===== src/pmsdi_pkg.sv =====
// Purpose: constants shared by the MAC-side data interface
// Assumes: the 10 MHz system clock stands in for every interface clock
// Notes: rates above half this clock collapse to one cycle per half period
package pmsdi_pkg;
	// ==========================================================
	// Interface modes
	typedef enum logic [1:0] {
		PMSDI_MII = 2'b00,
		PMSDI_RMII = 2'b01,
		PMSDI_SERIAL_10M_MODE = 2'b10
	} pmsdi_mode_e;

	// ==========================================================
	// Rates and timing
	localparam int unsigned CLK_KHZ = 10000;
	localparam int unsigned CLK_NS = 100;
	localparam int unsigned F_MII100_KHZ = 25000;
	localparam int unsigned F_MII10_KHZ = 2500;
	localparam int unsigned F_SER_KHZ = 10000;
	localparam int unsigned F_REF_RMII_KHZ = 50000;
	localparam int unsigned HB_NS = 1000;
	localparam int unsigned DIV_W = 8;
	localparam int unsigned HB_W = 4;
	// Longest time, rounded down, at least one cycle
	localparam int unsigned HB_CYC_I = (HB_NS / CLK_NS < 1) ? 1 : HB_NS / CLK_NS;
	localparam logic [HB_W-1:0] HB_CYC = HB_W'(HB_CYC_I);

	// ==========================================================
	// Data layout
	localparam int unsigned DATA_W = 4;
	localparam logic [1:0] RMII_CORRUPT = 2'h3;
	localparam logic [3:0] DATA_ZERO = 4'h0;

	// Half period of a generated clock in system cycles
	function automatic logic [DIV_W-1:0] half_cycles(input int unsigned f_khz);
		int unsigned h;
		h = CLK_KHZ / (2 * f_khz);
		half_cycles = (h < 1) ? DIV_W'(1) : DIV_W'(h);
	endfunction : half_cycles

	// Interface clock half period for a mode and speed
	function automatic logic [DIV_W-1:0] mode_half(input pmsdi_mode_e m, input logic spd100);
		if (m == PMSDI_SERIAL_10M_MODE) begin
			mode_half = half_cycles(F_SER_KHZ);
		end else if (spd100) begin
			mode_half = half_cycles(F_MII100_KHZ);
		end else begin
			mode_half = half_cycles(F_MII10_KHZ);
		end
	endfunction : mode_half
endpackage : pmsdi_pkg


===== src/pmsdi_top.sv =====
// Purpose: MAC-facing data interface of a dual 10/100 transceiver
// Assumes: CLOCK is also the reference clock input used in RMII
// Notes: line receive side is a valid/ready stream and is buffered; line transmit side has valid only
`timescale 1ns/100ps
module pmsdi_top #(
	parameter int unsigned NPORTS = 2,
	parameter int unsigned BUF_DEPTH = 2
) (
	// Clock and reset
	input wire logic CLOCK,
	input wire logic RST_B,
	// Static configuration per port
	input wire logic [2*NPORTS-1:0] MODE,
	input wire logic [NPORTS-1:0] SPEED_100,
	input wire logic [NPORTS-1:0] FULL_DUPLEX,
	input wire logic [NPORTS-1:0] HEARTBEAT_EN,
	// MAC transmit side
	input wire logic [NPORTS-1:0] TX_EN,
	input wire logic [4*NPORTS-1:0] TXD,
	output logic [NPORTS-1:0] TX_CLK,
	// MAC receive side
	output logic [NPORTS-1:0] RX_CLK,
	output logic [NPORTS-1:0] RX_DV,
	output logic [NPORTS-1:0] RX_ER,
	output logic [4*NPORTS-1:0] RXD,
	output logic [NPORTS-1:0] CRS,
	output logic [NPORTS-1:0] COL,
	// Line transmit stream
	output logic [NPORTS-1:0] LINE_TX_VALID,
	output logic [4*NPORTS-1:0] LINE_TX_DATA,
	output logic [NPORTS-1:0] LINE_TX_ACTIVE,
	// Line receive stream
	input wire logic [NPORTS-1:0] LINE_RX_VALID,
	output logic [NPORTS-1:0] LINE_RX_READY,
	input wire logic [4*NPORTS-1:0] LINE_RX_DATA,
	input wire logic [NPORTS-1:0] LINE_RX_SYMERR,
	input wire logic [NPORTS-1:0] LINE_RX_CARRIER,
	input wire logic [NPORTS-1:0] LINE_RX_FALSE_CARRIER
);
	localparam int unsigned AW = (BUF_DEPTH > 1) ? $clog2(BUF_DEPTH) : 1;
	localparam int unsigned BW = pmsdi_pkg::DATA_W + 1;

	// ==========================================================
	// Parameter checks
	if (NPORTS < 1 || BUF_DEPTH < 2 || (BUF_DEPTH & (BUF_DEPTH - 1)) != 0) begin : g_bad
		$error("pmsdi_top: NPORTS>=1 and BUF_DEPTH a power of two >=2");
	end

	typedef enum logic [1:0] {
		HB_IDLE = 2'b00,
		HB_PULSE = 2'b01
	} pmsdi_hb_e;

	// ==========================================================
	// Per-port logic; ports share nothing but the clock and reset
	// independent port copies
	for (genvar p = 0; p < NPORTS; p++) begin : g_port
		pmsdi_pkg::pmsdi_mode_e mode;
		logic [pmsdi_pkg::DIV_W-1:0] half;
		logic is_rmii;
		logic is_ser;
		assign mode = pmsdi_pkg::pmsdi_mode_e'(MODE[2*p +: 2]);
		assign half = pmsdi_pkg::mode_half(mode, SPEED_100[p]);
		assign is_rmii = (mode == pmsdi_pkg::PMSDI_RMII);
		assign is_ser = (mode == pmsdi_pkg::PMSDI_SERIAL_10M_MODE);

		// ======================================================
		// Clock generation
		logic [pmsdi_pkg::DIV_W-1:0] tdiv_q, tdiv_d, rdiv_q, rdiv_d;
		logic tclk_q, tclk_d, rclk_q, rclk_d;
		logic t_rise, r_fall;

		// Dividers; in RMII the outputs rest low and every cycle is an edge
		always_comb begin
			tdiv_d = tdiv_q;
			tclk_d = tclk_q;
			rdiv_d = rdiv_q;
			rclk_d = rclk_q;
			t_rise = 1'b0;
			r_fall = 1'b0;
			if (is_rmii) begin
				tdiv_d = '0;
				rdiv_d = '0;
				tclk_d = 1'b0;
				rclk_d = 1'b0;
				t_rise = 1'b1;
				r_fall = 1'b1;
			end else begin
				if (tdiv_q >= half - 1'b1) begin
					tdiv_d = '0;
					tclk_d = ~tclk_q;
					t_rise = ~tclk_q;
				end else begin
					tdiv_d = tdiv_q + 1'b1;
				end
				if (rdiv_q >= half - 1'b1) begin
					rdiv_d = '0;
					rclk_d = ~rclk_q;
					r_fall = rclk_q;
				end else begin
					rdiv_d = rdiv_q + 1'b1;
				end
			end
		end

		always_ff @(posedge CLOCK or negedge RST_B) begin
			if (!RST_B) begin
				tdiv_q <= '0;
				tclk_q <= 1'b0;
				rdiv_q <= '0;
				rclk_q <= 1'b0;
			end else begin
				tdiv_q <= tdiv_d;
				tclk_q <= tclk_d;
				rdiv_q <= rdiv_d;
				rclk_q <= rclk_d;
			end
		end

		assign TX_CLK[p] = tclk_q;
		assign RX_CLK[p] = rclk_q;

		// ======================================================
		// Transmit sampling toward the line
		logic txv_q, txv_d, txa_q, txa_d;
		logic [3:0] txd_q, txd_d;

		// Sample at the rising edge the MAC launches against
		always_comb begin
			txv_d = 1'b0;
			txa_d = txa_q;
			txd_d = txd_q;
			if (t_rise) begin
				txv_d = TX_EN[p];
				txa_d = TX_EN[p];
				// MII and serial on transmit clock
				if (is_rmii) begin
					txd_d = {2'h0, TXD[4*p +: 2]};
				end else if (is_ser) begin
					txd_d = {3'h0, TXD[4*p]};
				end else begin
					txd_d = TXD[4*p +: 4];
				end
			end
		end

		always_ff @(posedge CLOCK or negedge RST_B) begin
			if (!RST_B) begin
				txv_q <= 1'b0;
				txa_q <= 1'b0;
				txd_q <= pmsdi_pkg::DATA_ZERO;
			end else begin
				txv_q <= txv_d;
				txa_q <= txa_d;
				txd_q <= txd_d;
			end
		end

		assign LINE_TX_VALID[p] = txv_q;
		assign LINE_TX_ACTIVE[p] = txa_q;
		assign LINE_TX_DATA[4*p +: 4] = txd_q;

		// ======================================================
		// Receive buffer; drained once per receive clock period
		logic [BW-1:0] mem_q [BUF_DEPTH];
		logic [BW-1:0] mem_d [BUF_DEPTH];
		logic [AW-1:0] wp_q, wp_d, rp_q, rp_d;
		logic [AW:0] cnt_q, cnt_d;
		logic push, pop;
		logic [BW-1:0] head;

		assign LINE_RX_READY[p] = (cnt_q < (AW+1)'(BUF_DEPTH));
		assign push = LINE_RX_VALID[p] & LINE_RX_READY[p];
		assign pop = r_fall & (cnt_q != '0);
		assign head = mem_q[rp_q];

		// Pointers wrap naturally since the depth is a power of two
		always_comb begin
			mem_d = mem_q;
			wp_d = wp_q;
			rp_d = rp_q;
			cnt_d = cnt_q;
			if (push) begin
				mem_d[wp_q] = {LINE_RX_SYMERR[p], LINE_RX_DATA[4*p +: 4]};
				wp_d = wp_q + 1'b1;
			end
			if (pop) begin
				rp_d = rp_q + 1'b1;
			end
			if (push && !pop) begin
				cnt_d = cnt_q + 1'b1;
			end else if (pop && !push) begin
				cnt_d = cnt_q - 1'b1;
			end
		end

		always_ff @(posedge CLOCK or negedge RST_B) begin
			if (!RST_B) begin
				for (int i = 0; i < BUF_DEPTH; i++) begin
					mem_q[i] <= '0;
				end
				wp_q <= '0;
				rp_q <= '0;
				cnt_q <= '0;
			end else begin
				mem_q <= mem_d;
				wp_q <= wp_d;
				rp_q <= rp_d;
				cnt_q <= cnt_d;
			end
		end

		// ======================================================
		// Receive outputs, launched on the falling edge
		logic [3:0] rxd_q, rxd_d;
		logic dv_q, dv_d, er_q, er_d, crs_q, crs_d;
		logic h_err;
		assign h_err = head[BW-1];

		always_comb begin
			rxd_d = rxd_q;
			dv_d = dv_q;
			er_d = er_q;
			crs_d = crs_q;
			if (r_fall) begin
				crs_d = LINE_RX_CARRIER[p];
				dv_d = 1'b0;
				er_d = 1'b0;
				rxd_d = pmsdi_pkg::DATA_ZERO;
				if (is_ser) begin
					if (pop) begin
						rxd_d = {3'h0, head[0]};
					end
				end else if (pop) begin
					dv_d = 1'b1;
					er_d = h_err & SPEED_100[p];
					if (is_rmii) begin
						rxd_d = {2'h0, head[1:0]};
						if (h_err) begin
							rxd_d[1:0] = head[1:0] ^ pmsdi_pkg::RMII_CORRUPT;
						end
						crs_d = 1'b1;
					end else begin
						rxd_d = head[3:0];
					end
				end else if (is_rmii) begin
					er_d = LINE_RX_FALSE_CARRIER[p];
				end
			end
		end

		always_ff @(posedge CLOCK or negedge RST_B) begin
			if (!RST_B) begin
				rxd_q <= pmsdi_pkg::DATA_ZERO;
				dv_q <= 1'b0;
				er_q <= 1'b0;
				crs_q <= 1'b0;
			end else begin
				rxd_q <= rxd_d;
				dv_q <= dv_d;
				er_q <= er_d;
				crs_q <= crs_d;
			end
		end

		assign RXD[4*p +: 4] = rxd_q;
		assign RX_DV[p] = dv_q;
		assign RX_ER[p] = er_q;
		assign CRS[p] = crs_q;

		// ======================================================
		// Collision and heartbeat
		pmsdi_hb_e hb_q, hb_d;
		logic [pmsdi_pkg::HB_W-1:0] hbc_q, hbc_d;
		logic col_q, col_d;
		logic half_dup;
		// RMII has no collision pin; the MAC works it out itself
		assign half_dup = ~FULL_DUPLEX[p] & ~is_rmii;

		always_comb begin
			hb_d = hb_q;
			hbc_d = hbc_q;
			case (hb_q)
				HB_IDLE: begin
					if (half_dup && !SPEED_100[p] && HEARTBEAT_EN[p] && txa_q && !txa_d) begin
						hb_d = HB_PULSE;
						hbc_d = pmsdi_pkg::HB_CYC - 1'b1;
					end
				end
				HB_PULSE: begin
					if (hbc_q == '0 || !half_dup) begin
						hb_d = HB_IDLE;
					end else begin
						hbc_d = hbc_q - 1'b1;
					end
				end
				default: begin
					hb_d = HB_IDLE;
				end
			endcase
			col_d = half_dup & ((txa_q & LINE_RX_CARRIER[p]) | (hb_q == HB_PULSE));
		end

		always_ff @(posedge CLOCK or negedge RST_B) begin
			if (!RST_B) begin
				hb_q <= HB_IDLE;
				hbc_q <= '0;
				col_q <= 1'b0;
			end else begin
				hb_q <= hb_d;
				hbc_q <= hbc_d;
				col_q <= col_d;
			end
		end

		assign COL[p] = col_q;
	end
endmodule : pmsdi_top


===== config.mk =====
export PLATFORM = sky130hd
export DESIGN_NAME = pmsdi_top
export DESIGN_NICKNAME = d
export VERILOG_FILES = /design/src/pmsdi_pkg.sv /design/src/pmsdi_top.sv
export SDC_FILE = /design/constraint.sdc
export NUM_CORES = 1
export LEC_CHECK = 0
export BUFFER_PORTS_ARGS = -buffer_cell sky130_fd_sc_hd__buf_2
export CORE_UTILIZATION = 26
export DETAILED_ROUTE_END_ITERATION = 10
export PLACE_DENSITY = 0.4
export SYNTH_ARGS = -nofsm -noshare
export SYNTH_HDL_FRONTEND = slang
export SYNTH_SLANG_ARGS = --single-unit

===== constraint.sdc =====
create_clock -name CLOCK -period 5.95 [get_ports CLOCK]
set_input_delay 0.2975 -clock CLOCK [delete_from_list [all_inputs] [get_ports CLOCK]]
set_output_delay 0.2975 -clock CLOCK [all_outputs]
set_load 0.02 [all_outputs]

After elaboration in Yosys (flattened, before gate mapping)
Cells that the tools add are included.
{"block": "totals", "reg_bits": 104, "input_bits": 38, "out_inout_bits": 34, "word_cells": 240}
{"block": "op_classes", "n_addsub": 16, "n_lt_le_gt_ge": 12, "n_eq_ne": 12, "mux": 90, "n_bitwise": 28, "n_reduce_logical": 44}
{"op": "$mux 8", "count": 9}
{"op": "$mux 4", "count": 14}
{"op": "$mux 5", "count": 8}
{"op": "$mux 1", "count": 38}
{"op": "$add 8x1->8 const B", "count": 4}
{"op": "$ge 8x8->1", "count": 4}
{"op": "$mux 2", "count": 13}
{"op": "$bwmux 10", "count": 2}
{"op": "$reduce_bool 2->1", "count": 10}
{"op": "$pmux 4 s2", "count": 2}
{"op": "$sub 8x1->8 const B", "count": 2}
{"op": "$logic_and 1x1->1", "count": 14}
{"op": "$and 1x1->1", "count": 12}
{"op": "$ne 2x2->1 const B", "count": 6}
{"op": "$demux 5 s1", "count": 2}
{"op": "$logic_not 1->1", "count": 10}
{"op": "$eq 2x1->1 const B", "count": 4}
{"op": "$ge 2x2->1 const B", "count": 4}
{"op": "$logic_not 4->1", "count": 2}
{"op": "$not 1->1", "count": 8}
{"op": "$not 1->2", "count": 4}
{"op": "$pmux 2 s2", "count": 2}
{"op": "$sub 4x1->4 const B", "count": 2}
{"op": "$reduce_and 3->1", "count": 2}
{"op": "11 further kinds", "count": 24}

Logic depth before layout (Yosys ltp)
{"block": "logic_depth", "ltp_word": 11, "ltp_mapped": 10, "ltp_nobuf": 10}

Worst setup path before layout
Ideal clock, no wire load.
{"block": "synth_path", "path_type": "register to register", "start": "register g_port[0].rdiv_q[1] in the netlist's numbering", "end": "register g_port[0].cnt_q[1]", "setup_ns": 0.128, "arrival_time_ns": 2.048, "t_required_ns": 5.822, "setup_slack_ns": 3.774, "stages_incl_launch_ff": 10, "n_path_buf": 0, "period_less_slack_ns": 2.176, "path_cell_list": "dfrtp_1 ha_1 or4_4 nor4_4 a21boi_2 o22ai_1 ha_1 xor2_1 nor2_1 xnor2_1"}
{"block": "synth_via", "elab_chain_cells": 7, "elab_cells_between_ends": 9, "classes_between": "1 x order compare; 3 x mux; 1 x bitwise; 4 x reduce/logical"}
{"element": "from (decl)", "line": "pmsdi_top.sv:69", "rtl": "logic [pmsdi_pkg::DIV_W-1:0] tdiv_q, tdiv_d, rdiv_q, rdiv_d;"}
{"element": "from (signal assigned)", "line": "pmsdi_top.sv:115", "rtl": "rdiv_q <= rdiv_d;"}
{"element": "$ge 8x8->1 (*)", "line": "pmsdi_top.sv:96", "rtl": "if (rdiv_q >= half - 1'b1) begin"}
{"element": "$mux 1 (*)", "line": "pmsdi_top.sv:96"}
{"element": "$mux 1 (*)", "line": "pmsdi_top.sv:81", "rtl": "if (is_rmii) begin"}
{"element": "$and 1x1->1 (*)", "line": "pmsdi_top.sv:174", "rtl": "assign pop = r_fall & (cnt_q != '0);"}
{"element": "$logic_not 1->1", "line": "pmsdi_top.sv:190", "rtl": "if (push && !pop) begin"}
{"element": "$logic_and 1x1->1", "line": "pmsdi_top.sv:190"}
{"element": "$mux 2 or $reduce_bool 2->1 (tied branches)"}
{"element": "to (signal assigned)", "line": "pmsdi_top.sv:209", "rtl": "cnt_q <= cnt_d;"}
{"element": "to (decl)", "line": "pmsdi_top.sv:168", "rtl": "logic [AW:0] cnt_q, cnt_d;"}
Every way passes the cells marked *; elsewhere a longest branch is shown, timed or not.
A chain may end at the register's enable or synchronous reset.

Worst setup path after layout
Ends and elaborated chain as after synthesis.

==> run metrics <==
placer congestion estimate=around 0.76; Hold WC Path Type=in2reg; most common flop cell mapped by yosys=dfrtp_1; hold depth=2; clock root cell=clkbuf_16; CTS Buffer Depth=2; Vias/cell=4.411; final clock skew=0.008602 ns; RR Startpoint=g_port[0].rdiv_q[1]; final period utilization=38.28%; post-synthesis average cell area=about 12 um2; layout cells sized above 1=28.65%; CTS tree=done; post-place setup slack=roughly 3.6 ns; Unique masters post-synth=58; wire per inst=~14 um; CP arrival=2.52 ns; CTS Buf Count=9; ANT nets after route=0; Leak=about 0.0029 uW; most frequent cells in the layout=102 x dfrtp_1, 70 x buf_2, 40 x mux2_2; total number of vias=roughly 3.3k; I/O pin cnt=roughly 70; Power Total=~2500 uW; first-pass GRT wire length=17.98 mm; die extent in x=~140 um; Initial DRC Count=92; CP max FO=3; Port Buf Inserts=between 70 and 80; total negative slack=0 ns; Clk Latency, worst-skew pair=roughly 0.35 ns; Rel. slew slack=between 50% and 60%; worst hold path endpoint=g_port[1].col_q; fin cells=~750; VDD IR max=slightly below 0.0002 V; hpwl dp=between 7 and 8 mm; DRC Markers=0; largest net degree at the start of global routing=57; Setup violations, final=0; Die H=between 100 and 150 um; GR Overflow Total=0; final worst slack=between 3 and 4 ns; Hold Vio Cnt, Final=0; RSZ-0062 raised after global routing=no; Hold Buf Count CTS=1; Crit path required time=6.19 ns; internal reg-to-reg setup slack=approximately 3.7 ns; number of synthesized flops with an enable pin=0; WS Path Type=reg2reg; Post-CTS Resized=0; num rows=50; Final Routed Wirelength=10.80 mm; Pwr Density=around 420 nW/um2; ANT cells=0; Tmin final=2.278 ns; vias in the first global route=roughly 3.5k; clock slew at reported path FFs=0.07 ns; share of flip-flops with an asynchronous set or reset=100.0%; Total Nets Final=577; Tightest Pin Transition=between 0.7 and 0.8 ns; antenna violations before repair=0; GRT Util Overall=around an eighth; # clock sinks=about 100; Max Cap Viol=0; Syn Inst Count=430; worst-case reg-to-reg path depth=9; Yosys warnings=0; Floorplan Core Area=around 19,000 um2; Slew Limit Fails=0; # Post-CTS Setup Buffers=0; fmax=0.4391 GHz; register area share after synthesis=roughly half; outcome=finished, final reports clean; FF-to-FF End=g_port[0].cnt_q[1]; Critical Path End Type=flop; Area Overhead vs Synth=18.32%; CP startpoint kind=flop; Post-Synthesis Cell Area=approximately 5000 um2; H-Tree Depth=3; placed cell count=~740; Starting Density=between 20% and 30%; register bit total from synthesis=approximately 100; most common cell after layout, fill and taps aside=dfrtp_1; hold_sp=FULL_DUPLEX[1]; die area=19,790 um2; number of detailed-route iterations in the first pass=4
-- Yosys cell counts (4+ instances only) --
cell	instances	area share, %
dfrtp_1	102	51
nand2_1	20	1.5
buf_2	4	0.40
nand3_1	17	1.7
buf_4	16	2.4
o21ai_0	8	0.80
mux2i_1	10	2.0
a21oi_1	12	1.2
and3_1	10	1.3
nand2b_1	7	0.88
xor2_1	18	3.2
a21o_1	6	0.90
inv_1	13	0.98
nor2b_1	7	0.88
xnor2_1	11	1.9
nor3_1	9	0.90
mux2_2	40	9.0
nor4_1	7	0.88
ha_1	24	6.0
nor2_1	38	2.9
-- state kept, by name (all words and copies together) (netlist names) --
signal,count
g_port.mem_q,20
g_port.rdiv_q,16
g_port.tdiv_q,16
g_port.hbc_q,8
g_port.rxd_q,8
g_port.txd_q,8
g_port.cnt_q,4
g_port.col_q,2
g_port.crs_q,2
g_port.dv_q,2
g_port.er_q,2
g_port.hb_q,2
g_port.rclk_q,2
g_port.rp_q,2
g_port.tclk_q,2
g_port.txa_q,2
g_port.txv_q,2
g_port.wp_q,2
-- logic make-up after synthesis --
family / count (synthesis) / synth area share [%]
xor+xnor: 29 / 5.080
other cells: 2 / 0.1502
buf+inv: 35 / 3.929
fa+ha+maj: 24 / 6.006
flops: 102 / 51.05
mux: 50 / 11.01
compound gates: 56 / 8.484
simple gates: 132 / 14.29
-- worst max-delay path, stage by stage (launching register included) --
cell,delay (ns)
dfrtp_1,0.38
ha_1,0.19
or4_4,0.54
nor4_4,0.18
a21boi_2,0.13
o22ai_1,0.21
ha_1,0.21
xor2_1,0.15
nor2_1,0.06
xnor2_1,0.11
-- worst max-delay path by stage --
stage / start / endpoint / slack (ns)
finish: g_port[0].rdiv_q[1] / g_port[0].cnt_q[1] / 3.67
global route: g_port[1].rdiv_q[6] / g_port[1].cnt_q[1] / 3.46
CTS: g_port[0].rdiv_q[1] / g_port[0].cnt_q[1] / 3.64
detailed placement: g_port[0].rdiv_q[1] / g_port[0].cnt_q[1] / 3.65
global placement: g_port[0].rdiv_q[1] / g_port[0].cnt_q[1] / 3.69
floorplan: g_port[0].rdiv_q[1] / g_port[0].cnt_q[1] / 3.77
-- stage by stage --
stage / hold slack [ns] / util [%] / instance area (um2)
after floorplan: 0.001909 / - / 5082
after global placement: 0.3666 / 29.84 / 5600
after detailed placement: 0.3644 / 29.84 / 5600
after CTS: 0.1039 / 31.52 / 5916
after global routing: 0.1135 / 31.52 / 5916
final: 0.1224 / 31.52 / 5916
-- layout make-up --
type	count	area, um2
Clock buffer	9	225.2
Clock inverter	7	80.08
Fill cell	1938	12850
Inverter	13	48.80
Multi-Input combinational cell	315	2333
Sequential cell	102	2552
Tap cell	234	292.8
Timing Repair Buffer	74	382.9
-- layer usage --
metal | wire [um] | vias to the layer above | part of all wire, % | global-route usage (%)
li1 | - | 1642 | - | -
met1 | 5075 | 1608 | 47 | 14.71
met2 | 5057 | 69 | 47 | 19.35
met3 | 558 | 7 | 5.2 | 4.042
met4 | 108 | 0 | 1.0 | 3.089
met5 | 0 | - | 0 | 0
-- report_power, final --
group,internal [uW],total [uW],switching (uW)
clock network,333,616,283
registers,906,1070,167
logic,384,817,433
Power figures use the tool's default switching activity.
